**config.mk**
```make
export PLATFORM = sky130hd
export DESIGN_NAME = sse_master
export DESIGN_NICKNAME = d
export VERILOG_FILES = /design/src/design/sse_pkg.sv /design/src/design/sse_clkdiv.sv /design/src/design/sse_master.sv
export SDC_FILE = /design/constraint.sdc
export NUM_CORES = 1
export LEC_CHECK = 0
export CAP_MARGIN = 40
export CORE_MARGIN = 5
export CORE_UTILIZATION = 50
export CTS_CLUSTER_SIZE = 8
export DETAILED_ROUTE_END_ITERATION = 8
export DONT_BUFFER_PORTS = 1
export PLACE_DENSITY = 0.68
export SYNTH_ARGS = -nofsm -noshare
export SYNTH_HDL_FRONTEND = slang
export SYNTH_SLANG_ARGS = --single-unit
```
**constraint.sdc**
```tcl
create_clock -name clk -period 2 [get_ports clk]
set_input_delay 0.2 -clock clk [delete_from_list [all_inputs] [get_ports clk]]
set_output_delay 0.2 -clock clk [all_outputs]
set_load 0.05 [all_outputs]
```
**src/design/sse_pkg.sv**
```systemverilog
// package: shared constants and types for the spi shift exchange master
package sse_pkg;
   localparam int unsigned CLK_HZ        = 10_000_000;
   localparam int unsigned SCK_HALF_NS   = 400;
   localparam int unsigned CLK_PERIOD_NS = 1_000_000_000 / CLK_HZ;
   // half period of the serial clock in system cycles, rounded down, at least one
   localparam int unsigned HALF_CYC_RAW  = SCK_HALF_NS / CLK_PERIOD_NS;
   localparam int unsigned HALF_CYC      = (HALF_CYC_RAW < 1) ? 1 : HALF_CYC_RAW;
   localparam int unsigned BYTE_BITS     = 8;
   localparam int unsigned NUM_SLAVES    = 4;
   localparam int unsigned SEL_W         = 2;
   localparam int unsigned DIV_W         = 8;
   localparam int unsigned CNT_W         = 4;
   localparam logic [DIV_W-1:0] DIV_LAST = DIV_W'(HALF_CYC - 1);
   localparam logic [CNT_W-1:0] CNT_LAST = CNT_W'(BYTE_BITS - 1);
   localparam logic [CNT_W-1:0] CNT_ZERO = 4'h0;
   localparam logic [NUM_SLAVES-1:0] SEL_NONE = 4'hf;

   // user request: byte to send, slave index, last byte of the burst
   typedef struct packed {
      logic [BYTE_BITS-1:0] data;
      logic [SEL_W-1:0]     slave;
      logic                 last;
   } sse_req_t;

   // link pins driven by the master
   typedef struct packed {
      logic                  sck;
      logic                  mosi;
      logic [NUM_SLAVES-1:0] sel_n;
   } sse_pins_t;

   typedef enum logic [1:0] {SSE_IDLE, SSE_LEAD, SSE_TRAIL, SSE_GAP} sse_state_t;
endpackage : sse_pkg

```
**src/design/sse_clkdiv.sv**
```systemverilog
// file: half-period enable divider for the serial clock
`timescale 1ns/1ps
module sse_clkdiv
   import sse_pkg::*;
(
   input  wire logic clk,
   input  wire logic srst,
   input  wire logic run,
   output logic      tick
);
   logic [DIV_W-1:0] cnt_reg;
   logic [DIV_W-1:0] cnt_next;

   // restart from zero whenever stopped so every bit gets a full half period
   assign tick     = run && (cnt_reg == DIV_LAST);
   assign cnt_next = (!run || tick) ? '0 : cnt_reg + DIV_W'(1);

   // counter
   always_ff @(posedge clk) begin
      if (srst) begin
         cnt_reg <= '0;
      end else begin
         cnt_reg <= cnt_next;
      end
   end
endmodule : sse_clkdiv

```
**src/design/sse_master.sv**
```systemverilog
// file: spi master that exchanges bytes with one selected slave
`timescale 1ns/1ps
// Overview of operation
// - one byte register sends and receives
// - msb out first, new bit into lsb
// - change on one edge, sample opposite
// - mosi feeds slave, miso feeds master
// - only master makes clock, starting transfers
// - both ends share idle clock polarity
// - after eight clocks bytes fully swapped
// - reload register with next byte, repeat
// - stop clock, then drop select
// - at most one select active
// - separate select per slave
module sse_master
   import sse_pkg::*;
(
   input  wire logic                 clk,
   input  wire logic                 srst,
   input  wire logic                 cpol,
   input  wire logic                 cpha,
   input  wire sse_req_t             req,
   input  wire logic                 req_valid,
   output logic                      req_ready,
   output logic [BYTE_BITS-1:0]      rx_data,
   output logic                      rx_valid,
   output logic                      busy,
   input  wire logic                 miso,
   output sse_pins_t                 pins
);
   sse_state_t             state_reg, state_next;
   logic [BYTE_BITS-1:0]   shift_reg;
   logic [CNT_W-1:0]       cnt_reg;
   logic [SEL_W-1:0]       slave_reg;
   logic                   last_reg;
   logic                   cpol_reg;
   logic                   cpha_reg;
   logic                   miso_s1_reg;
   logic                   miso_s2_reg;
   logic                   sample_reg;
   logic                   sck_reg;
   logic                   mosi_reg;
   logic [NUM_SLAVES-1:0]  sel_n_reg;
   logic [BYTE_BITS-1:0]   rx_data_reg;
   logic                   rx_valid_reg;
   logic                   tick;
   logic                   run;
   logic                   take;
   logic                   byte_end;
   logic                   chain;
   logic                   word_end;
   logic                   stall_reg;
   logic                   lead_tick;
   logic                   trail_tick;
   logic                   smp_tick;
   logic                   shf_tick;
   logic [BYTE_BITS-1:0]   rx_word;

   // one-hot active-low select from the slave index
   function automatic logic [NUM_SLAVES-1:0] sel_decode(input logic [SEL_W-1:0] idx);
      logic [NUM_SLAVES-1:0] v;
      v = SEL_NONE;
      v[idx] = 1'b0;
      return v;
   endfunction : sel_decode

   sse_clkdiv u_div (
      .clk  (clk),
      .srst (srst),
      .run  (run),
      .tick (tick)
   );

   // the link is generated here; miso is asynchronous to us, so two flops first
   always_ff @(posedge clk) begin
      if (srst) begin
         miso_s1_reg <= 1'b0;
         miso_s2_reg <= 1'b0;
      end else begin
         miso_s1_reg <= miso;
         miso_s2_reg <= miso_s1_reg;
      end
   end

   // a chained byte is offered at every closing trail tick, so a late request still resumes a stall
   assign run       = (state_reg != SSE_IDLE);
   assign word_end  = tick && (state_reg == SSE_TRAIL) && (cnt_reg == CNT_LAST);
   assign req_ready = (state_reg == SSE_IDLE) || (word_end && !last_reg);
   assign take      = req_valid && (state_reg == SSE_IDLE);
   assign byte_end  = word_end && !stall_reg;
   assign chain     = word_end && !last_reg && req_valid;
   assign busy      = run;
   assign rx_data   = rx_data_reg;
   assign rx_valid  = rx_valid_reg;
   assign pins      = '{sck: sck_reg, mosi: mosi_reg, sel_n: sel_n_reg};

   // edge ticks; phase 0 samples on the lead edge and shifts on the trail edge, phase 1 the other way round
   assign lead_tick  = tick && (state_reg == SSE_LEAD);
   assign trail_tick = tick && (state_reg == SSE_TRAIL) && !stall_reg;
   assign smp_tick   = cpha_reg ? trail_tick : lead_tick;
   // phase 1 skips the first lead shift: the msb must stand until the slave has sampled it
   assign shf_tick   = cpha_reg ? (lead_tick && cnt_reg != CNT_ZERO) : trail_tick;
   // the last bit of phase 1 arrives on the closing trail edge and has no later shift to carry it
   assign rx_word    = cpha_reg ? {shift_reg[BYTE_BITS-2:0], miso_s2_reg}
                                : {shift_reg[BYTE_BITS-2:0], sample_reg};

   // stall marker: the byte is already reported, so a waiting trail must neither
   // report it again nor shift stale samples into the register
   always_ff @(posedge clk) begin
      if (srst || take || chain) begin
         stall_reg <= 1'b0;
      end else if (byte_end && !last_reg) begin
         stall_reg <= 1'b1;
      end
   end

   // lead half ends on first edge, trail half on second; gap holds select after clock stops
   always_comb begin
      state_next = state_reg;
      unique case (state_reg)
         SSE_IDLE:  if (take) state_next = SSE_LEAD;
         SSE_LEAD:  if (tick) state_next = SSE_TRAIL;
         SSE_TRAIL: if (tick) state_next = (cnt_reg != CNT_LAST || chain) ? SSE_LEAD
                                     : (last_reg ? SSE_GAP : SSE_TRAIL);
         SSE_GAP:   if (tick) state_next = SSE_IDLE;
      endcase
   end

   // state register; a mid-burst stall waits in trail with clock idle
   always_ff @(posedge clk) begin
      if (srst) begin
         state_reg <= SSE_IDLE;
      end else begin
         state_reg <= state_next;
      end
   end

   // config is latched per burst so polarity never changes under a selected slave
   always_ff @(posedge clk) begin
      if (srst) begin
         cpol_reg  <= 1'b0;
         cpha_reg  <= 1'b0;
         slave_reg <= '0;
      end else if (take) begin
         cpol_reg  <= cpol;
         cpha_reg  <= cpha;
         slave_reg <= req.slave;
      end
   end

   // bit counter and last-byte marker
   always_ff @(posedge clk) begin
      if (srst) begin
         cnt_reg  <= CNT_ZERO;
         last_reg <= 1'b1;
      end else if (take || chain) begin
         cnt_reg  <= CNT_ZERO;
         last_reg <= req.last;
      end else if (tick && state_reg == SSE_TRAIL && cnt_reg != CNT_LAST) begin
         cnt_reg  <= cnt_reg + CNT_W'(1);
      end
   end

   // shift register: load, sample on first or second edge by phase, shift msb out
   always_ff @(posedge clk) begin
      if (srst) begin
         shift_reg  <= '0;
         sample_reg <= 1'b0;
      end else if (take || chain) begin
         shift_reg  <= req.data;
      end else begin
         // sample and shift never share a tick, the phase puts them on opposite edges
         if (smp_tick) begin
            sample_reg <= miso_s2_reg;
         end
         if (shf_tick) begin
            shift_reg <= {shift_reg[BYTE_BITS-2:0], sample_reg};
         end
      end
   end

   // pins: clock toggles only between lead and trail, mosi shows current msb
   always_ff @(posedge clk) begin
      if (srst) begin
         sck_reg   <= 1'b0;
         mosi_reg  <= 1'b0;
         sel_n_reg <= SEL_NONE;
      end else begin
         // idle level follows the polarity input a cycle late, so it has settled when a select falls only if cpol was steady before the take cycle
         if (state_reg == SSE_IDLE) begin
            sck_reg <= cpol;
         end else if (lead_tick || (tick && state_reg == SSE_TRAIL)) begin
            sck_reg <= lead_tick ? ~cpol_reg : cpol_reg;
         end
         // mosi trails each shift by one cycle, well inside the half period
         mosi_reg <= shift_reg[BYTE_BITS-1];
         if (take) begin
            sel_n_reg <= sel_decode(req.slave);
         end else if (state_reg == SSE_GAP && tick) begin
            sel_n_reg <= SEL_NONE;
         end
      end
   end

   // byte done pulse with the exchanged byte
   always_ff @(posedge clk) begin
      if (srst) begin
         rx_data_reg  <= '0;
         rx_valid_reg <= 1'b0;
      end else begin
         rx_valid_reg <= byte_end;
         if (byte_end) begin
            rx_data_reg <= rx_word;
         end
      end
   end
endmodule : sse_master

```
==> results of run 1 <==
power groups by stage:
stage	logic (mW)	registers, mW	clock network, mW
after floorplan	0.129	0.948	0
after global placement	0.134	0.965	0
after detailed placement	0.136	0.965	0
after CTS	0.148	0.945	0.586
after global routing	0.167	0.949	0.630
final	0.152	0.945	0.582
metrics by stage:
stage	cells	total power, mW
4_1_cts	286	1.68
3_3_place_gp	277	1.10
5_1_grt	288	1.75
2_1_floorplan	228	1.08
6_report	288	1.68
3_5_place_dp	277	1.10
cell type report:
class / instances / area [sq um]
tap: 50 / 62.6
inverter: 17 / 63.8
clock buffer: 6 / 82.6
multi-input combinational: 151 / 1120
fill: 370 / 1620
clock inverter: 2 / 10.0
sequential: 44 / 886
timing repair buffer: 18 / 178
worst min path at each step:
stage / from / endpoint / slack [ns] / cells past startpoint
detailed placement: srst / shift_reg[3]$_SDFFE_PP0P_ / 0.27 / 1
global placement: srst / shift_reg[1]$_SDFFE_PP0P_ / 0.27 / 1
CTS: miso / miso_s1_reg$_SDFF_PP0_ / 0.03 / 1
finish: req[0] / last_reg$_SDFFE_PP1N_ / 0.03 / 1
floorplan: miso / miso_s1_reg$_SDFF_PP0_ / 0.33 / 1
global route: req[0] / last_reg$_SDFFE_PP1N_ / 0.02 / 1
synthesized netlist by cell type (all sizes together) (2+ instances only):
| cell type | number | area (sq um) |
|---|---|---|
| dfxtp | 44 | 881 |
| nor2 | 20 | 77.6 |
| inv | 17 | 63.8 |
| o21ai | 15 | 75.1 |
| a21oi | 14 | 70.1 |
| a311oi | 11 | 96.3 |
| clkbuf | 10 | 37.5 |
| nand2 | 9 | 33.8 |
| a221oi | 8 | 114 |
| mux2i | 8 | 80.1 |
| nand3 | 7 | 35.0 |
| buf | 6 | 50.0 |
| nor3b | 6 | 50.1 |
| and3 | 5 | 31.3 |
| nor2b | 5 | 31.3 |
| ha | 3 | 37.5 |
| nand4 | 3 | 18.8 |
| or4 | 3 | 26.3 |
| xnor2 | 3 | 26.3 |
| xor2 | 3 | 26.3 |
| nor3 | 2 | 10.0 |
| nor4 | 2 | 33.8 |
| o21a | 2 | 15.0 |
| o22ai | 2 | 18.8 |
| o31ai | 2 | 15.0 |
| or3b | 2 | 17.5 |
timing repair:
action,4_1_cts,5_1_grt
gates resized for setup,5,9
hold buffers,1,0
pin swaps,0,4
endpoints found under the hold margin,24,0
endpoints found under the setup margin,1,12
cloned,0,1
per-layer routing:
layer / part of all wire, % / routed length [um] / vias to the layer above
met4: 1.9 / 91 / 0
met1: 45 / 2120 / 814
met2: 47 / 2250 / 45
li1: - / - / 850
met5: 0 / 0 / -
met3: 6.4 / 304 / 11
critical path: cells and delay by family, from the launching register on:
| kind | cells | cell delay (ns) |
|---|---|---|
| fa+ha+maj | 1 | 0.15 |
| buf+inv | 3 | 0.46 |
| flops | 1 | 0.37 |
| compound gates | 1 | 0.16 |
| simple gates | 2 | 0.29 |
cell families after synthesis:
group / after synthesis / share of synthesized area [%]
and+or+nand+nor: 71 / 20.0
xor gates and xnor gates: 6 / 2.49
buffers and inverters: 33 / 7.19
muxes: 9 / 4.34
DFF: 44 / 41.8
adders and majority gates: 4 / 2.26
AOI/OAI and AO/OA: 61 / 22.0
==> run summary, run 1 <==
• CP endpoint kind: output pin
• Max rail drop VDD: 0.589 mV
• internal power: 1.24 mW
• number of pins exceeding their max-slew limit in the final report: 0
• most used flip-flop cell after synthesis: sky130_fd_sc_hd__dfxtp_1
• first-pass GRT wire length: 7.57 mm
• CTS Sinks: 44
• Wirelength per Cell: 16.6 um
• met3 routing resource usage after global routing: 5.07%
• gpl congestion: 0.764
• master cell of the clock root buffer: sky130_fd_sc_hd__clkbuf_8
• period utilisation layout: 96.5%
• antenna violations before repair: 0
• most common cell after layout, fill and taps aside: sky130_fd_sc_hd__dfxtp_1
• post-route cell area: 2410 sq um
• critical setup path kind: reg -> out
• CTS tree: yes
• sum of net half-perimeters after detailed placement: 3.22 mm
• Total Die Area: 5610 sq um
• antenna fix cells: 0
• placeable core region: 4030 sq um
• average cell area after synthesis: 9.24 sq um
• power per standard cell area: 698 nW/um^2
• Sw Share: 26.0%
• count of distinct cell types in the synthesized netlist: 52
• Clock Skew: 0.0111 ns
• switching pwr: 0.436 mW
• via count: 1720
• length in cells of the worst reg-to-reg path: 5
• synth-to-layout area growth: 14.2%
• Detail Route Antenna Nets: 0
• max_cap viols: 0
• startpoint of the worst-slack reg-to-reg timing path: u_div.cnt_reg[5]$_SDFF_PP0_
• DRC violation total after the first TritonRoute iteration: 127
• Clock Pin Slew Worst Setup and Hold Paths: 0.08 ns
• Max stage delay on crit path: 0.37 ns
• post-place setup slack: 0.0436 ns
• fin crit period: 1.93 ns
• Chip Height: 74.9 um
• global route total overflow: 0
• total I/O pin count: 34
• worst relative slew slack: 64.3%
• clock tree buffer depth: 2
• GR met1 Demand/Resource: 24.9%
• clock latency reported for the late side of the worst-skew pair: 0.30 ns
• final hold slack: 0.0294 ns
• number of detailed-route iterations in the first pass: 4
• Sequential Power Share: 56.3%
• via count of the first global-routing pass: 1537
• Worst Hold Class: in -> reg
• reg-to-reg critical path endpoint: shift_reg[5]$_SDFFE_PP0P_
• Starting Density: 52.3%
• required time of the critical path: 1.80 ns
• Final Hold Viols: 0
• Synth Register Bits: 44
• sort of element at the start of the critical path: flip-flop
• area of placed instances: 2220 sq um
• Setup Fix Bufs, Post-CTS: 0
• Clk pwr share: 34.6%
• number of instances in the synthesized netlist: 228
• number of clock buffers inserted by TritonCTS: 5
• total leakage power: 0.957 nW
• post-synth design cell area: 2110 sq um
• cell-by-cell trace of the critical path: ha_4 > nor3b_4 > buf_4 > nand3_1 > buf_6 > o21ai_4 > buf_12
• met2 Use GR: 26.3%
• vias per cell: 5.97
• number of synthesized flops with an enable pin: 0
• Worst path slowest cell: sky130_fd_sc_hd__dfxtp_4
• Logic pwr share: 9.1%
• Die X: 74.9 um
• deepest level of the CTS H-tree: 2
• Setup WS post-layout: 0.0694 ns
• final routed DRC violation total: 0
• transition time at the pin with the least slew margin: 0.535 ns
• row count: 23
• Critical Path Source: u_div.cnt_reg[1]$_SDFF_PP0_
• sequential element share of the synthesized area: 41.8%
• global router's overall resource usage: 17.8%
• final-stage net count: 257
• achievable frequency: 518 MHz
• Util after Layout: 59.7%
• Fin Setup TNS: 0 ns
• wire length reported by the detailed router: 4.77 mm
• crit path DAT: 1.73 ns
• Port Buf Inserts: 0
• Max Fanout on Critical Path: 6
• highest-count cells in the layout ignoring fill and taps: 42 x sky130_fd_sc_hd__dfxtp_1, 19 x sky130_fd_sc_hd__nor2_1, 17 x sky130_fd_sc_hd__inv_1
• asr flop ratio synth: 0%
• global route hottest layer: met2
• crit path to: req_ready
• net count of the mapped netlist: 248
• Final setup violation count: 0
• Ys Warns: 0
• outcome: finished, final reports clean
• pin count of the biggest net entering global routing: 25
• share of layout cells above drive strength 1: 19.3%
• slack of the worst reg-to-reg path: 0.11 ns
Note: power is estimated with default switching activity, not from simulation.
==> run 2: changes to the inputs <==
==> constraint.sdc (replaced) <==
create_clock -name clk -period 2 [get_ports clk]
set_input_delay 0.3 -clock clk [delete_from_list [all_inputs] [get_ports clk]]
set_output_delay 0.3 -clock clk [all_outputs]
set_load 0.05 [all_outputs]
==> run summary, run 2 (synthesis results as in run 1) <==
• Max rail drop VDD: 0.558 mV, -5.3%
• PnR Total Power: 1.60 mW, -4.5%
• Placed Cells: 278, +0.36%
• total leakage power: 0.938 nW, -2.1%
• via count of the first global-routing pass: 1535, -0.13%
• Clk pwr share: 32.2%, -2.4 points
• final-stage net count: 256, -0.39%
• Die X: 74.9 um, unchanged
• required time of the critical path: 2.21 ns, +0.41 ns
• Sequential Power Share: 59.0%, +2.7 points
• pin count of the biggest net entering global routing: 29, +16%
• Util after Layout: 58.9%, -0.84 points
• antenna violations before repair: 0, unchanged
• achievable frequency: 516 MHz, -0.47%
• via count: 1694, -1.5%
• clock tree buffer depth: 2, unchanged
• Setup Fix Bufs, Post-CTS: 0, unchanged
• gpl congestion: 0.794, +3.9%
• Total Die Area: 5610 sq um, unchanged
• Max Fanout on Critical Path: 5, -1
• switching pwr: 0.401 mW, -8.0%
• Clock Skew: 0.00522 ns, -0.00590 ns
• antenna fix cells: 0, unchanged
• Detail Route Antenna Nets: 0, unchanged
• power per standard cell area: 676 nW/um^2, -3.1%
• number of detailed-route iterations in the first pass: 4, unchanged
• highest-count cells in the layout ignoring fill and taps: 44 x sky130_fd_sc_hd__dfxtp_1, 19 x sky130_fd_sc_hd__nor2_1, 17 x sky130_fd_sc_hd__inv_1
• row count: 23, unchanged
• Sw Share: 25.0%, -0.95 points
• fin crit period: 1.94 ns, +0.00912 ns
• transition time at the pin with the least slew margin: 0.525 ns, -0.00906 ns
• clock latency reported for the late side of the worst-skew pair: 0.29 ns, about the same
• most common cell after layout, fill and taps aside: sky130_fd_sc_hd__dfxtp_1
• share of layout cells above drive strength 1: 19.1%, -0.26 points
• sum of net half-perimeters after detailed placement: 3.20 mm, -0.67%
• synth-to-layout area growth: 12.6%
• worst relative slew slack: 64.9%, +0.61 points
• Worst Hold Class: in -> reg
• number of clock buffers inserted by TritonCTS: 5, unchanged
• Final Hold Viols: 0, unchanged
• number of pins exceeding their max-slew limit in the final report: 0, unchanged
• count of fill cells added during filler insertion: 375, +1.4%
• CTS tree: yes
• total I/O pin count: 34, unchanged
• outcome: finished, final reports clean
• sort of element at the start of the critical path: flip-flop
• Wirelength per Cell: 16.7 um, +0.57%
• first-pass GRT wire length: 7.41 mm, -2.1%
• global router's overall resource usage: 17.4%, -0.49 points
• wire length reported by the detailed router: 4.77 mm, -0.13%
• Clock Pin Slew Worst Setup and Hold Paths: 0.08 ns, about the same
• Final setup violation count: 0, unchanged
• DRC violation total after the first TritonRoute iteration: 154, +21%
• final routed DRC violation total: 0, unchanged
• vias per cell: 5.92, -0.82%
• internal power: 1.20 mW, -3.3%
• Port Buf Inserts: 0, unchanged
• deepest level of the CTS H-tree: 2, unchanged
• max_cap viols: 0, unchanged
• period utilisation layout: 97.0%, +0.46 points
• Chip Height: 74.9 um, unchanged
• Logic pwr share: 8.8%, -0.3 points
• slack of the worst reg-to-reg path: 0.06 ns, -0.05 ns
• setup repair after global routing missed its margin: yes
• master cell of the clock root buffer: sky130_fd_sc_hd__clkbuf_8
• critical setup path kind: reg -> reg
• Fin Setup TNS: 0 ns, unchanged
• crit path DAT: 2.15 ns, +0.42 ns
• CTS Sinks: 44, unchanged
• placeable core region: 4030 sq um, unchanged
• global route total overflow: 0, unchanged
• CP endpoint kind: flip-flop
• Starting Density: 52.3%, unchanged
• Post-Layout Cell Count: 286, -0.69%
-- run 2: routing by layer --
| metal | vias to the layer above | GRT usage [%] | part of all wire [%] |
|---|---|---|---|
| met5 | - | 0 | 0 |
| met2 | 46 | 25.9 | 47 |
| met4 | 0 | 5.93 | 0.92 |
| met1 | 803 | 24.0 | 44 |
| li1 | 840 | - | - |
| met3 | 5 | 5.07 | 7.6 |
-- run 2: cell type report --
class / instances / area, sq um / share of cell area, %
inverter: 17 / 63.8 / 2.69
timing repair buffer: 17 / 156 / 6.59
clock inverter: 1 / 5.00 / 0.211
sequential: 44 / 881 / 37.1
multi-input combinational: 151 / 1130 / 47.7
tap: 50 / 62.6 / 2.64
clock buffer: 6 / 72.6 / 3.06
-- run 2: worst max-delay path, cell delays in order, from the launching register on --
cell                       delay, ns
sky130_fd_sc_hd__dfxtp_1        0.35
sky130_fd_sc_hd__ha_2           0.21
sky130_fd_sc_hd__or3b_4         0.41
sky130_fd_sc_hd__nor4_4         0.39
sky130_fd_sc_hd__buf_4          0.21
sky130_fd_sc_hd__a311oi_1       0.06
sky130_fd_sc_hd__a221oi_2       0.24
-- run 2: path summary, 6_finish.rpt --
check,to,startpoint,cells after the start
min,shift_reg[1]$_SDFFE_PP0P_,srst,1
max,shift_reg[3]$_SDFFE_PP0P_,u_div.cnt_reg[1]$_SDFF_PP0_,6
min reg2reg,miso_s2_reg$_SDFF_PP0_,miso_s1_reg$_SDFF_PP0_,1
max reg2reg,shift_reg[3]$_SDFFE_PP0P_,u_div.cnt_reg[1]$_SDFF_PP0_,6
-- run 2: power groups by stage --
stage	Clock, mW	Combinational, mW	Sequential (mW)
floorplan	0	0.129	0.948
global placement	0	0.134	0.966
detailed placement	0	0.136	0.967
CTS	0.537	0.137	0.946
global route	0.577	0.154	0.951
finish	0.517	0.141	0.946
-- run 2: through the flow --
step,cell area (sq um),worst slack (ns),hold slack (ns)
5_1_grt,2370,-0.0167,0.0480
3_3_place_gp,2230,0.0976,0.370
4_1_cts,2320,0.00780,0.0583
2_1_floorplan,2110,0.0968,0.414
6_report,2370,0.0603,0.0662
3_5_place_dp,2230,0.0344,0.370
-- run 2: repair_timing --
action	in CTS	in global routing
gates cloned	0	1
resized for setup	3	8
hold buffers	0	0
hold endpoints to repair	0	0
endpoints found under the setup margin	1	10
pin swaps	1	3
==> run 3: changes to the inputs <==
- CORE_MARGIN: 5 -> not set
- CORE_UTILIZATION: 50 -> 56
- PLACE_DENSITY: 0.68 -> 0.74
==> run summary, run 3 (synthesis results as in run 1) <==
• startpoint of the worst-slack reg-to-reg timing path: u_div.cnt_reg[4]$_SDFF_PP0_
• slack of the worst reg-to-reg path: 0.11 ns, +0.05 ns
• Critical Path Source: u_div.cnt_reg[0]$_SDFF_PP0_
• clock latency reported for the late side of the worst-skew pair: 0.30 ns, about the same
• share of layout cells above drive strength 1: 20.0%, +0.93 points
• Final setup violation count: 0, unchanged
• master cell of the clock root buffer: sky130_fd_sc_hd__clkbuf_8
• Post-Layout Cell Count: 281, -1.7%
• number of clock buffers inserted by TritonCTS: 5, unchanged
• first-pass GRT wire length: 7.96 mm, +7.4%
• antenna fix cells: 0, unchanged
• sort of element at the start of the critical path: flip-flop
• setup repair after global routing missed its margin: no
• reg-to-reg critical path endpoint: shift_reg[4]$_SDFFE_PP0P_
• Largest delay share family, worst path: flip-flops
• crit path to: req_ready
• achievable frequency: 523 MHz, +1.5%
• fin crit period: 1.91 ns, -0.0294 ns
• Worst Hold Class: in -> reg
• total leakage power: 0.933 nW, -0.46%
• row count: 21, -8.7%
• highest-count cells in the layout ignoring fill and taps: 40 x sky130_fd_sc_hd__dfxtp_1, 19 x sky130_fd_sc_hd__nor2_1, 17 x sky130_fd_sc_hd__inv_1
• via count: 1746, +3.1%
• worst relative slew slack: 64.7%, -0.22 points
• Die X: 63.3 um, -15%
• period utilisation layout: 95.5%, -1.5 points
• Detail Route Antenna Nets: 0, unchanged
• antenna violations before repair: 0, unchanged
• gpl congestion: 0.900, +13%
• CP endpoint kind: output pin
• global router's overall resource usage: 25.5%, +8.1 points
• Total Die Area: 4010 sq um, -29%
• synth-to-layout area growth: 12.2%
• deepest level of the CTS H-tree: 2, unchanged
• power per standard cell area: 706 nW/um^2, +4.4%
• wire length reported by the detailed router: 4.79 mm, +0.46%
• sum of net half-perimeters after detailed placement: 3.30 mm, +3.2%
• required time of the critical path: 1.70 ns, -0.51 ns
• count of fill cells added during filler insertion: 301, -20%
• Worst path slowest cell: sky130_fd_sc_hd__dfxtp_4
• post-route cell area: 2360 sq um, -0.32%
• Max rail drop VDD: 0.460 mV, -18%
• most common cell after layout, fill and taps aside: sky130_fd_sc_hd__dfxtp_1
• outcome: finished, final reports clean
• number of pins exceeding their max-slew limit in the final report: 0, unchanged
• Chip Height: 63.3 um, -15%
• CTS Hold Bufs: 0, unchanged
• CTS tree: yes
• DRC violation total after the first TritonRoute iteration: 174, +13%
• number of detailed-route iterations in the first pass: 4, unchanged
• Wirelength per Cell: 17.0 um, +2.2%
• count of cell instances traversed by the critical path: 6, unchanged
• crit path DAT: 1.61 ns, -0.54 ns
• placeable core region: 3470 sq um, -14%
• final routed DRC violation total: 0, unchanged
• Max Fanout on Critical Path: 4, -1
• critical setup path kind: reg -> out
• vias per cell: 6.21, +4.9%
• Port Buf Inserts: 0, unchanged
• length in cells of the worst reg-to-reg path: 5, -1
• global route total overflow: 0, unchanged
• Clock Skew: 0.00428 ns, -0.000939 ns
• CTS Sinks: 44, unchanged
• Placed Cells: 271, -2.5%
• Starting Density: 60.8%, +8.5 points
• clock tree buffer depth: 2, unchanged
• pin count of the biggest net entering global routing: 29, unchanged
• cell-by-cell trace of the critical path: ha_4 > nor3b_2 > buf_4 > nand3_4 > o21ai_4 > buf_12
• Fin Setup TNS: 0 ns, unchanged
• Clock Pin Slew Worst Setup and Hold Paths: 0.08 ns, about the same
• area of placed instances: 2190 sq um, -1.8%
• via count of the first global-routing pass: 1723, +12%
• number of buffers and inverters on the critical path: 2, +1
• total I/O pin count: 34, unchanged
• Final Hold Viols: 0, unchanged
• max_cap viols: 0, unchanged
• transition time at the pin with the least slew margin: 0.529 ns, +0.00331 ns
• Max stage delay on crit path: 0.38 ns, -0.03 ns
• final-stage net count: 254, -0.78%
run 3: repair_timing:
| action | CTS | global route |
|---|---|---|
| pin swaps | 1 | 3 |
| setup endpoints to repair | 8 | 14 |
| gates cloned | 0 | 1 |
| gates resized for setup | 6 | 11 |
| setup buffers | 1 | 0 |
run 3: power breakdown:
part	internal, mW	switching, mW
clock	0.281	0.301
combinational	0.0590	0.0799
sequential	0.903	0.0450
run 3: worst min path at each step:
| stage | startpoint | to | slack [ns] | depth (start not counted) |
|---|---|---|---|---|
| after global routing | srst | shift_reg[6]$_SDFFE_PP0P_ | 0.05 | 1 |
| final | srst | mosi_reg$_SDFF_PP0_ | 0.06 | 1 |
| after detailed placement | srst | shift_reg[3]$_SDFFE_PP0P_ | 0.37 | 1 |
| after global placement | srst | shift_reg[7]$_SDFFE_PP0P_ | 0.37 | 1 |
| after floorplan | miso_s1_reg$_SDFF_PP0_ | miso_s2_reg$_SDFF_PP0_ | 0.41 | 1 |
| after CTS | srst | shift_reg[1]$_SDFFE_PP0P_ | 0.05 | 1 |
run 3: final cells by class:
class                      instances  area [sq um]  area share [%]
tap                               46          57.6            2.43
multi-input combinational        151          1130            47.9
inverter                          17          63.8            2.70
sequential                        44           888            37.6
timing repair buffer              15           129            5.45
clock buffer                       7          86.3            3.65
clock inverter                     1          7.51           0.317
run 3: routing by layer:
| layer | wire (um) | track usage (%) | vias up |
|---|---|---|---|
| li1 | - | - | 837 |
| met1 | 2070 | 31.4 | 846 |
| met2 | 2370 | 42.8 | 56 |
| met3 | 282 | 6.70 | 7 |
| met4 | 65 | 8.24 | 0 |
| met5 | 0 | 0 | - |
run 3: per-stage QoR:
| stage | utilization [%] | worst slack (ns) | total power, mW | hold slack, ns |
|---|---|---|---|---|
| 3_3_place_gp | 63.2 | 0.0821 | 1.09 | 0.370 |
| 2_1_floorplan | - | 0.0968 | 1.08 | 0.414 |
| 3_5_place_dp | 63.2 | -0.0176 | 1.10 | 0.373 |
| 4_1_cts | 67.0 | 0.00360 | 1.67 | 0.0511 |
| 5_1_grt | 68.2 | 0.00130 | 1.73 | 0.0461 |
| 6_report | 68.2 | 0.0897 | 1.67 | 0.0586 |
